==> src/hdl/chdiag_consts.svh <==
// Offsets, diagnosis byte fields and timing counts of the channel diag block
`ifndef CHDIAG_CONSTS_SVH
`define CHDIAG_CONSTS_SVH
`define CLK_PERIOD_NS 5
`define CHECK_PERIOD_NS 100000
`define DIAG_HEAD 8'h80
`define DIAG_IO_INPUT 2'h1
`define DIAG_DTYPE 3'h1
`define FCODE_RECOVER 5'h00
`define FCODE_ACQ 5'h12
`define COMM_OK 8'h01
`define COMM_BAD 8'h00
`define OFS_CFG 8'h00
`define OFS_STATUS 8'h04
`define OFS_CONFIRM 8'h08
`define OFS_IRQ_STAT 8'h0c
`define OFS_IRQ_MASK 8'h10
`define IRQ_ACQ 0
`define IRQ_RECOVER 1
`define IRQ_PSAFE 2
`define IRQ_W 3
`define RESP_OKAY 2'h0
`define RESP_SLVERR 2'h2
`endif

==> src/hdl/chdiag_pkg.sv <==
// Types shared by the channel diagnosis and safe state block
package chdiag_pkg;
	typedef enum logic [1:0] {
		ST_IDLE = 2'b00,
		ST_HEAD = 2'b01,
		ST_CHAN = 2'b10,
		ST_TYPE = 2'b11
	} diag_state_t;
	typedef logic [7:0] chan_vec_t;
endpackage

==> src/hdl/channel_diag_safe_state.sv <==
// Channel diagnosis records, safe state and fault-safe status of an 8-ch DI
// Function
// - each diagnosis record starts with header byte 0x80 (128)
// - second byte is 01 input marker plus channel index, 64..71
// - third byte for fault recovery is type 001, code 0: value 32
// - third byte for acquisition fault carries code 18: value 50
// - fault check at power-on, then periodic; set quality, substitute
// - communication or module failure drives channels to safe state
// - fault-safe fault sets error status, safe state, safety values
// - fault-safe fault auto-confirmed once gone; normal output resumes
// - confirm word reads 0 while fault pending, 1 otherwise
// - communication status byte is 1 when healthy, other value abnormal
// - hold mode keeps last value, preset mode takes safety value
//
// The AXI4-Lite slave port and the register addresses were decided locally.
`timescale 1ns/1ps
`include "chdiag_consts.svh"

module channel_diag_safe_state #(
	parameter int CHECK_CYCLES = `CHECK_PERIOD_NS / `CLK_PERIOD_NS
) (
	input wire logic aclk,
	input wire logic aresetn,
	input wire logic [7:0] s_axi_awaddr,
	input wire logic s_axi_awvalid,
	output logic s_axi_awready,
	input wire logic [31:0] s_axi_wdata,
	input wire logic [3:0] s_axi_wstrb,
	input wire logic s_axi_wvalid,
	output logic s_axi_wready,
	output logic [1:0] s_axi_bresp,
	output logic s_axi_bvalid,
	input wire logic s_axi_bready,
	input wire logic [7:0] s_axi_araddr,
	input wire logic s_axi_arvalid,
	output logic s_axi_arready,
	output logic [31:0] s_axi_rdata,
	output logic [1:0] s_axi_rresp,
	output logic s_axi_rvalid,
	input wire logic s_axi_rready,
	input wire chdiag_pkg::chan_vec_t chan_in,
	input wire chdiag_pkg::chan_vec_t acq_fault,
	input wire logic comm_fail,
	input wire logic module_fail,
	input wire logic psafe_fault,
	output chdiag_pkg::chan_vec_t chan_value,
	output chdiag_pkg::chan_vec_t chan_quality,
	output logic safety_error,
	output logic [15:0] slave_confirm_state,
	output logic [7:0] slave_comm_state,
	output logic diag_valid,
	output logic [7:0] diag_data,
	input wire logic diag_ready,
	output logic irq
);
	import chdiag_pkg::*;

	function automatic logic [2:0] lowest_set(input chan_vec_t v);
		lowest_set = 3'h0;
		for (int i = 7; i >= 0; i--) begin
			if (v[i]) begin
				lowest_set = 3'(i);
			end
		end
	endfunction

	// ****************************************************************
	// Register bus
	// ****************************************************************
	chan_vec_t preset_q, safe_val_q;
	logic [`IRQ_W-1:0] irq_stat_q, irq_mask_q, irq_ev;
	logic wr_go, rd_go, wr_hit;
	logic [31:0] rd_mux;
	logic rd_hit;

	assign wr_go = s_axi_awvalid && s_axi_wvalid && !s_axi_bvalid;
	assign s_axi_awready = wr_go;
	assign s_axi_wready = wr_go;
	assign rd_go = s_axi_arvalid && !s_axi_rvalid;
	assign s_axi_arready = rd_go;
	assign wr_hit = s_axi_awaddr == `OFS_CFG ||
		s_axi_awaddr == `OFS_IRQ_STAT || s_axi_awaddr == `OFS_IRQ_MASK;

	always_ff @(posedge aclk) begin
		if (!aresetn) begin
			s_axi_bvalid <= 1'b0;
			s_axi_bresp <= `RESP_OKAY;
		end else if (wr_go) begin
			s_axi_bvalid <= 1'b1;
			s_axi_bresp <= wr_hit ? `RESP_OKAY : `RESP_SLVERR;
		end else if (s_axi_bready) begin
			s_axi_bvalid <= 1'b0;
		end
	end

	// Mode bits in lane 0, safety values in lane 1
	always_ff @(posedge aclk) begin
		if (!aresetn) begin
			preset_q <= 8'h00;
			safe_val_q <= 8'h00;
			irq_mask_q <= '0;
		end else if (wr_go) begin
			if (s_axi_awaddr == `OFS_CFG && s_axi_wstrb[0]) begin
				preset_q <= s_axi_wdata[7:0];
			end
			if (s_axi_awaddr == `OFS_CFG && s_axi_wstrb[1]) begin
				safe_val_q <= s_axi_wdata[15:8];
			end
			if (s_axi_awaddr == `OFS_IRQ_MASK && s_axi_wstrb[0]) begin
				irq_mask_q <= s_axi_wdata[`IRQ_W-1:0];
			end
		end
	end

	// New events win over a write-one clear in the same cycle
	always_ff @(posedge aclk) begin
		if (!aresetn) begin
			irq_stat_q <= '0;
		end else if (wr_go && s_axi_awaddr == `OFS_IRQ_STAT &&
			s_axi_wstrb[0]) begin
			irq_stat_q <= (irq_stat_q & ~s_axi_wdata[`IRQ_W-1:0]) | irq_ev;
		end else begin
			irq_stat_q <= irq_stat_q | irq_ev;
		end
	end

	assign irq = |(irq_stat_q & irq_mask_q);

	always_comb begin
		rd_mux = 32'h0000_0000;
		rd_hit = 1'b1;
		unique case (s_axi_araddr)
		`OFS_CFG: rd_mux = {16'h0000, safe_val_q, preset_q};
		`OFS_STATUS: rd_mux = {8'h00, slave_comm_state, 7'h00,
			safety_error, chan_quality};
		`OFS_CONFIRM: rd_mux = {16'h0000, slave_confirm_state};
		`OFS_IRQ_STAT: rd_mux = {29'h0, irq_stat_q};
		`OFS_IRQ_MASK: rd_mux = {29'h0, irq_mask_q};
		default: rd_hit = 1'b0;
		endcase
	end

	always_ff @(posedge aclk) begin
		if (!aresetn) begin
			s_axi_rvalid <= 1'b0;
			s_axi_rdata <= 32'h0000_0000;
			s_axi_rresp <= `RESP_OKAY;
		end else if (rd_go) begin
			s_axi_rvalid <= 1'b1;
			s_axi_rdata <= rd_mux;
			s_axi_rresp <= rd_hit ? `RESP_OKAY : `RESP_SLVERR;
		end else if (s_axi_rready) begin
			s_axi_rvalid <= 1'b0;
		end
	end

	// ****************************************************************
	// Acquisition fault check
	// ****************************************************************
	logic [31:0] chk_cnt_q;
	logic first_chk_q, check_now;
	chan_vec_t fault_q;

	// One check right after reset, then one per period
	assign check_now = first_chk_q || chk_cnt_q == 32'(CHECK_CYCLES - 1);

	always_ff @(posedge aclk) begin
		if (!aresetn) begin
			first_chk_q <= 1'b1;
			chk_cnt_q <= 32'h0000_0000;
			fault_q <= 8'h00;
		end else begin
			first_chk_q <= 1'b0;
			chk_cnt_q <= check_now ? 32'h0000_0000 : chk_cnt_q + 32'h1;
			if (check_now) begin
				fault_q <= acq_fault;
			end
		end
	end

	// ****************************************************************
	// Channel values and safe state
	// ****************************************************************
	logic safe_all;
	chan_vec_t held, val_d, hold_m;

	assign safe_all = comm_fail || module_fail || psafe_fault;
	assign held = (preset_q & safe_val_q) | (~preset_q & chan_value);
	assign hold_m = fault_q & ~preset_q & ~{8{safe_all}};
	assign val_d = safe_all ? safe_val_q :
		(fault_q & held) | (~fault_q & chan_in);

	always_ff @(posedge aclk) begin
		if (!aresetn) begin
			chan_value <= 8'h00;
			chan_quality <= 8'hff;
			safety_error <= 1'b0;
			slave_confirm_state <= 16'h0000;
			slave_comm_state <= `COMM_BAD;
		end else begin
			chan_value <= val_d;
			chan_quality <= fault_q | {8{safe_all}};
			// Error follows the fault; clearing is the automatic confirm
			safety_error <= psafe_fault;
			slave_confirm_state <= {15'h0000, !psafe_fault};
			slave_comm_state <= comm_fail ? `COMM_BAD : `COMM_OK;
		end
	end

	// ****************************************************************
	// Diagnosis record emitter
	// ****************************************************************
	diag_state_t state_q;
	chan_vec_t rep_q;
	logic [2:0] rec_ch_q;
	logic rec_fault_q, take, psafe_q;

	assign diag_valid = state_q != ST_IDLE;
	assign take = diag_valid && diag_ready;

	// A record is never interrupted, so bytes cannot interleave
	always_ff @(posedge aclk) begin
		if (!aresetn) begin
			state_q <= ST_IDLE;
			diag_data <= 8'h00;
			rep_q <= 8'h00;
			rec_ch_q <= 3'h0;
			rec_fault_q <= 1'b0;
		end else begin
			unique case (state_q)
			ST_IDLE: if (fault_q != rep_q) begin
				rec_ch_q <= lowest_set(fault_q ^ rep_q);
				rec_fault_q <= fault_q[lowest_set(fault_q ^ rep_q)];
				diag_data <= `DIAG_HEAD;
				state_q <= ST_HEAD;
			end
			ST_HEAD: if (take) begin
				diag_data <= {`DIAG_IO_INPUT, 3'h0, rec_ch_q};
				state_q <= ST_CHAN;
			end
			ST_CHAN: if (take) begin
				diag_data <= {`DIAG_DTYPE, rec_fault_q ?
					`FCODE_ACQ : `FCODE_RECOVER};
				state_q <= ST_TYPE;
			end
			ST_TYPE: if (take) begin
				rep_q[rec_ch_q] <= rec_fault_q;
				state_q <= ST_IDLE;
			end
			endcase
		end
	end

	always_ff @(posedge aclk) begin
		if (!aresetn) begin
			psafe_q <= 1'b0;
		end else begin
			psafe_q <= psafe_fault;
		end
	end

	// One process drives every event bit, so the vector has a single driver
	always_comb begin
		irq_ev = '0;
		irq_ev[`IRQ_ACQ] = state_q == ST_TYPE && take && rec_fault_q;
		irq_ev[`IRQ_RECOVER] = state_q == ST_TYPE && take && !rec_fault_q;
		irq_ev[`IRQ_PSAFE] = psafe_fault && !psafe_q;
	end
endmodule // channel_diag_safe_state

==> config.mk <==
export PLATFORM = sky130hd
export DESIGN_NAME = channel_diag_safe_state
export DESIGN_NICKNAME = d
export VERILOG_FILES = /design/src/hdl/chdiag_pkg.sv /design/src/hdl/channel_diag_safe_state.sv
export VERILOG_INCLUDE_DIRS = /design/src /design/src/hdl
export SDC_FILE = /design/constraint.sdc
export NUM_CORES = 1
export LEC_CHECK = 0
export ABC_AREA = 1
export BUFFER_PORTS_ARGS = -buffer_cell sky130_fd_sc_hd__buf_2
export CAP_MARGIN = 10
export CORE_MARGIN = 4
export CORE_UTILIZATION = 52
export DETAILED_ROUTE_END_ITERATION = 16
export PLACE_DENSITY = 0.9
export SETUP_SLACK_MARGIN = 0.1
export SLEW_MARGIN = 20
export SYNTH_ARGS = -nofsm -noshare
export SYNTH_HDL_FRONTEND = slang
export SYNTH_SLANG_ARGS = --single-unit
==> constraint.sdc <==
create_clock -name aclk -period 2.23 [get_ports aclk]
set_input_delay 0.446 -clock aclk [delete_from_list [all_inputs] [get_ports aclk]]
set_output_delay 0.446 -clock aclk [all_outputs]
set_load 0.1 [all_outputs]
==> results_dict.tcl <==
set metrics [dict create \
    drt_iter0_drc 634 \
    fin_crit_sh 0.895 \
    startpoint_type "flop" \
    gr-total-overflow 0 \
    yosysMostFrequentCell "nand2_1" \
    cp_top_family "buffers and inverters" \
    syn_avg_cell_area_um2 7.31 \
    ys_seq_area_frac 0.421 \
    ant_nets 0 \
    place_congestion 0.954 \
    holdPathEnd "slave_comm_state[0]" \
    die_h_um 115 \
    outcome "finished clean" \
    syn_area_mm2 0.00590 \
    rsz0062_at_grt "true" \
    p_leak_nw 2.98 \
    r2r_cells 14 \
    path_class "reg -> out" \
    rr_endpoint "chk_cnt_q[24]" \
    synth_top_area_frac 0.421 \
    cts_root_buf "clkbuf_16" \
    routedWlPerCell_um 14.8 \
    crit_chain "inv_1 > ha_1 > clkinvlp_4 > buf_4" \
    clk_pin_slew_worst_paths_ps 60 \
    cts_buffers 17 \
    synth_edf_count 0 \
    cts_tree "built" \
    cts_setup_buffers 0 \
    nFillCells 890 \
    arrival_ps 1550 \
    ys_async_sr_fraction 0 \
    synth_common_cells "163 x nand2_1, 124 x dfxtp_1, 101 x inv_1, 82 x a21oi_1, 64 x nor2_1" \
    drive_gt1_frac 0.201 \
    yosysTopAreaCell "dfxtp_1" \
    power_density_mw_per_mm2 951 \
    cpPeakStageDelay_ps 360 \
    r2r_slack_ps 270 \
    htree_levels 4 \
    port_buffers 112 \
    dominantRegCellSynth "dfxtp_1" \
    dp_hpwl_um 11300 \
    dr.pass1.iters 7 \
    slew_violations 0 \
    via_per_inst 5.42 \
    area_growth_pct 21.8 \
    finalSetupViolCount 0 \
    hold_path_class "in -> reg" \
    hold_depth 2 \
    cts_sinks 124 \
    io_pins 171 \
    crit_fanout 5 \
    grt_usage 0.244 \
    max_cap_violations 0 \
    die_area_mm2 0.0131 \
    nets 1014 \
    grt_pass1_wl_um 25600 \
    grt_pass1_vias 5549 \
    syn_inst 807 \
    relSlewSlack 0.660 \
    fin_area_mm2 0.00718 \
    critPathBufInv 3 \
    end_kind "output port" \
    clock_latency_ps 410 \
    ctsHoldBuffers 0 \
    drc 0 \
    timing.final.crit_period_ps 1990 \
    wl_um 16100 \
    antennaDiodeCount 0 \
    r2r-start "chk_cnt_q[0]" \
    max_freq_mhz 501 \
    grt_max_degree 33 \
    hold_viol 0 \
    core_area_mm2 0.0110 \
    cts.path.max_buffers 2 \
    ys_warn_count 0 \
    required_ps 1780 \
    yosys-top-cells-area "dfxtp_1 42%, nand2_1 10%, a21oi_1 7.0%" \
    min_from "comm_fail" \
    synth.distinct_cells 41 \
    worst_pin_slew_ps 509 \
    num_vias 5866 \
    setup.worst_path.start "state_q[0]" \
    irDropWorstVdd_mv 0.974 \
    grt_antenna_before_repair 1 \
    die_w_um 115 \
    setup-tns-final_ps 0 \
    synth_seq_cells 124 \
    fin_worst_skew_ps 10.3 \
    slowest_stage "dfxtp_1" \
    initial_utilization 0.537 \
    post_dp_cell_area_mm2 0.00654 \
    row_count 38 \
]
## timing repair
| action | 4_1_cts | 5_1_grt |
|---|---|---|
| pin swaps | 0 | 1 |
| gates resized for setup | 1 | 10 |
| endpoints found under the setup margin | 1 | 21 |
## cell usage in the layout (no fill, tap or decap), drive strengths merged
master,count
nand2,165
buf,125
dfxtp,124
inv,104
a21oi,84
nor2,70
o21ai,61
conb,40
nand3,33
clkbuf,20
nand4,12
nor4,12
xor2,12
nor3,12
o22ai,8
a311oi,8
clkinv,8
a221oi,7
nor3b,6
or2,6
xnor2,5
ha,5
bufinv,3
clkinvlp,2
nand3b,2
o2111ai,2
a31oi,2
or4,1
a32o,1
and2,1
o21a,1
a211oi,1
## worst max path at each step
stage | endpoint | slack [ps] | cells after the start
floorplan | diag_data[7] | 180 | 11
global placement | chk_cnt_q[30] | 310 | 14
detailed placement | rep_q[2] | 250 | 9
CTS | rep_q[2] | 190 | 9
global route | fault_q[1] | 40 | 9
finish | diag_valid | 240 | 4
## final cells by class
| class | count | area (um^2) | share of cell area |
|---|---|---|---|
| Tap cell | 140 | 175 | 0.0244 |
| Multi-Input combinational cell | 557 | 2820 | 0.392 |
| Inverter | 105 | 398 | 0.0554 |
| Clock buffer | 20 | 457 | 0.0636 |
| Timing Repair Buffer | 125 | 688 | 0.0958 |
| Clock inverter | 12 | 160 | 0.0223 |
| Sequential cell | 124 | 2490 | 0.346 |
## kinds of logic (layout without fill, tap and decap cells)
| family | after synthesis | count (layout) | synth area share |
|---|---|---|---|
| AO/OA/AOI/OAI | 175 | 175 | 0.164 |
| XOR/XNOR | 17 | 17 | 0.0252 |
| adder cells (fa/ha/maj) | 5 | 5 | 0.0106 |
| buffers and inverters | 165 | 262 | 0.132 |
| flip-flops | 124 | 124 | 0.421 |
| other | 1 | 40 | 0.000636 |
| AND/OR/NAND/NOR | 320 | 320 | 0.246 |
## through the flow
step / cells / setup WS (ps) / hold WS (ps) / total power [mW] / util
after floorplan: 846 / 175 / 429 / 3.74 / -
after global placement: 1051 / 312 / 442 / 3.94 / 0.595
after detailed placement: 1051 / 249 / 454 / 3.97 / 0.595
after CTS: 1083 / 192 / 210 / 6.83 / 0.652
after global routing: 1083 / 41.5 / 228 / 7.08 / 0.654
final: 1083 / 235 / 217 / 6.83 / 0.654
## routing by layer
layer | vias up | global-route usage | part of all wire
met5 | - | 0 | 0.00056
met4 | 2 | 0.121 | 0.042
met3 | 62 | 0.0761 | 0.088
met2 | 279 | 0.412 | 0.49
met1 | 2701 | 0.278 | 0.38
li1 | 2822 | - | -
## power breakdown
part / switching, mW / total, mW / internal, mW
sequential: 0.0935 / 2.42 / 2.32
clock: 1.03 / 2.86 / 1.83
combinational: 1.26 / 1.55 / 0.295
## sequential cells by signal, indices dropped and copies added, names as in the netlist, 2 cells and up, named ones only
| name | count |
|---|---|
| chan_quality | 8 |
| chk_cnt_q | 32 |
| diag_data | 7 |
| fault_q | 8 |
| irq_mask_q | 3 |
| irq_stat_q | 3 |
| preset_q | 8 |
| rec_ch_q | 3 |
| rep_q | 8 |
| s_axi_rdata | 17 |
| safe_val_q | 8 |
| state_q | 2 |
Note: power is estimated with default switching activity, not from simulation.
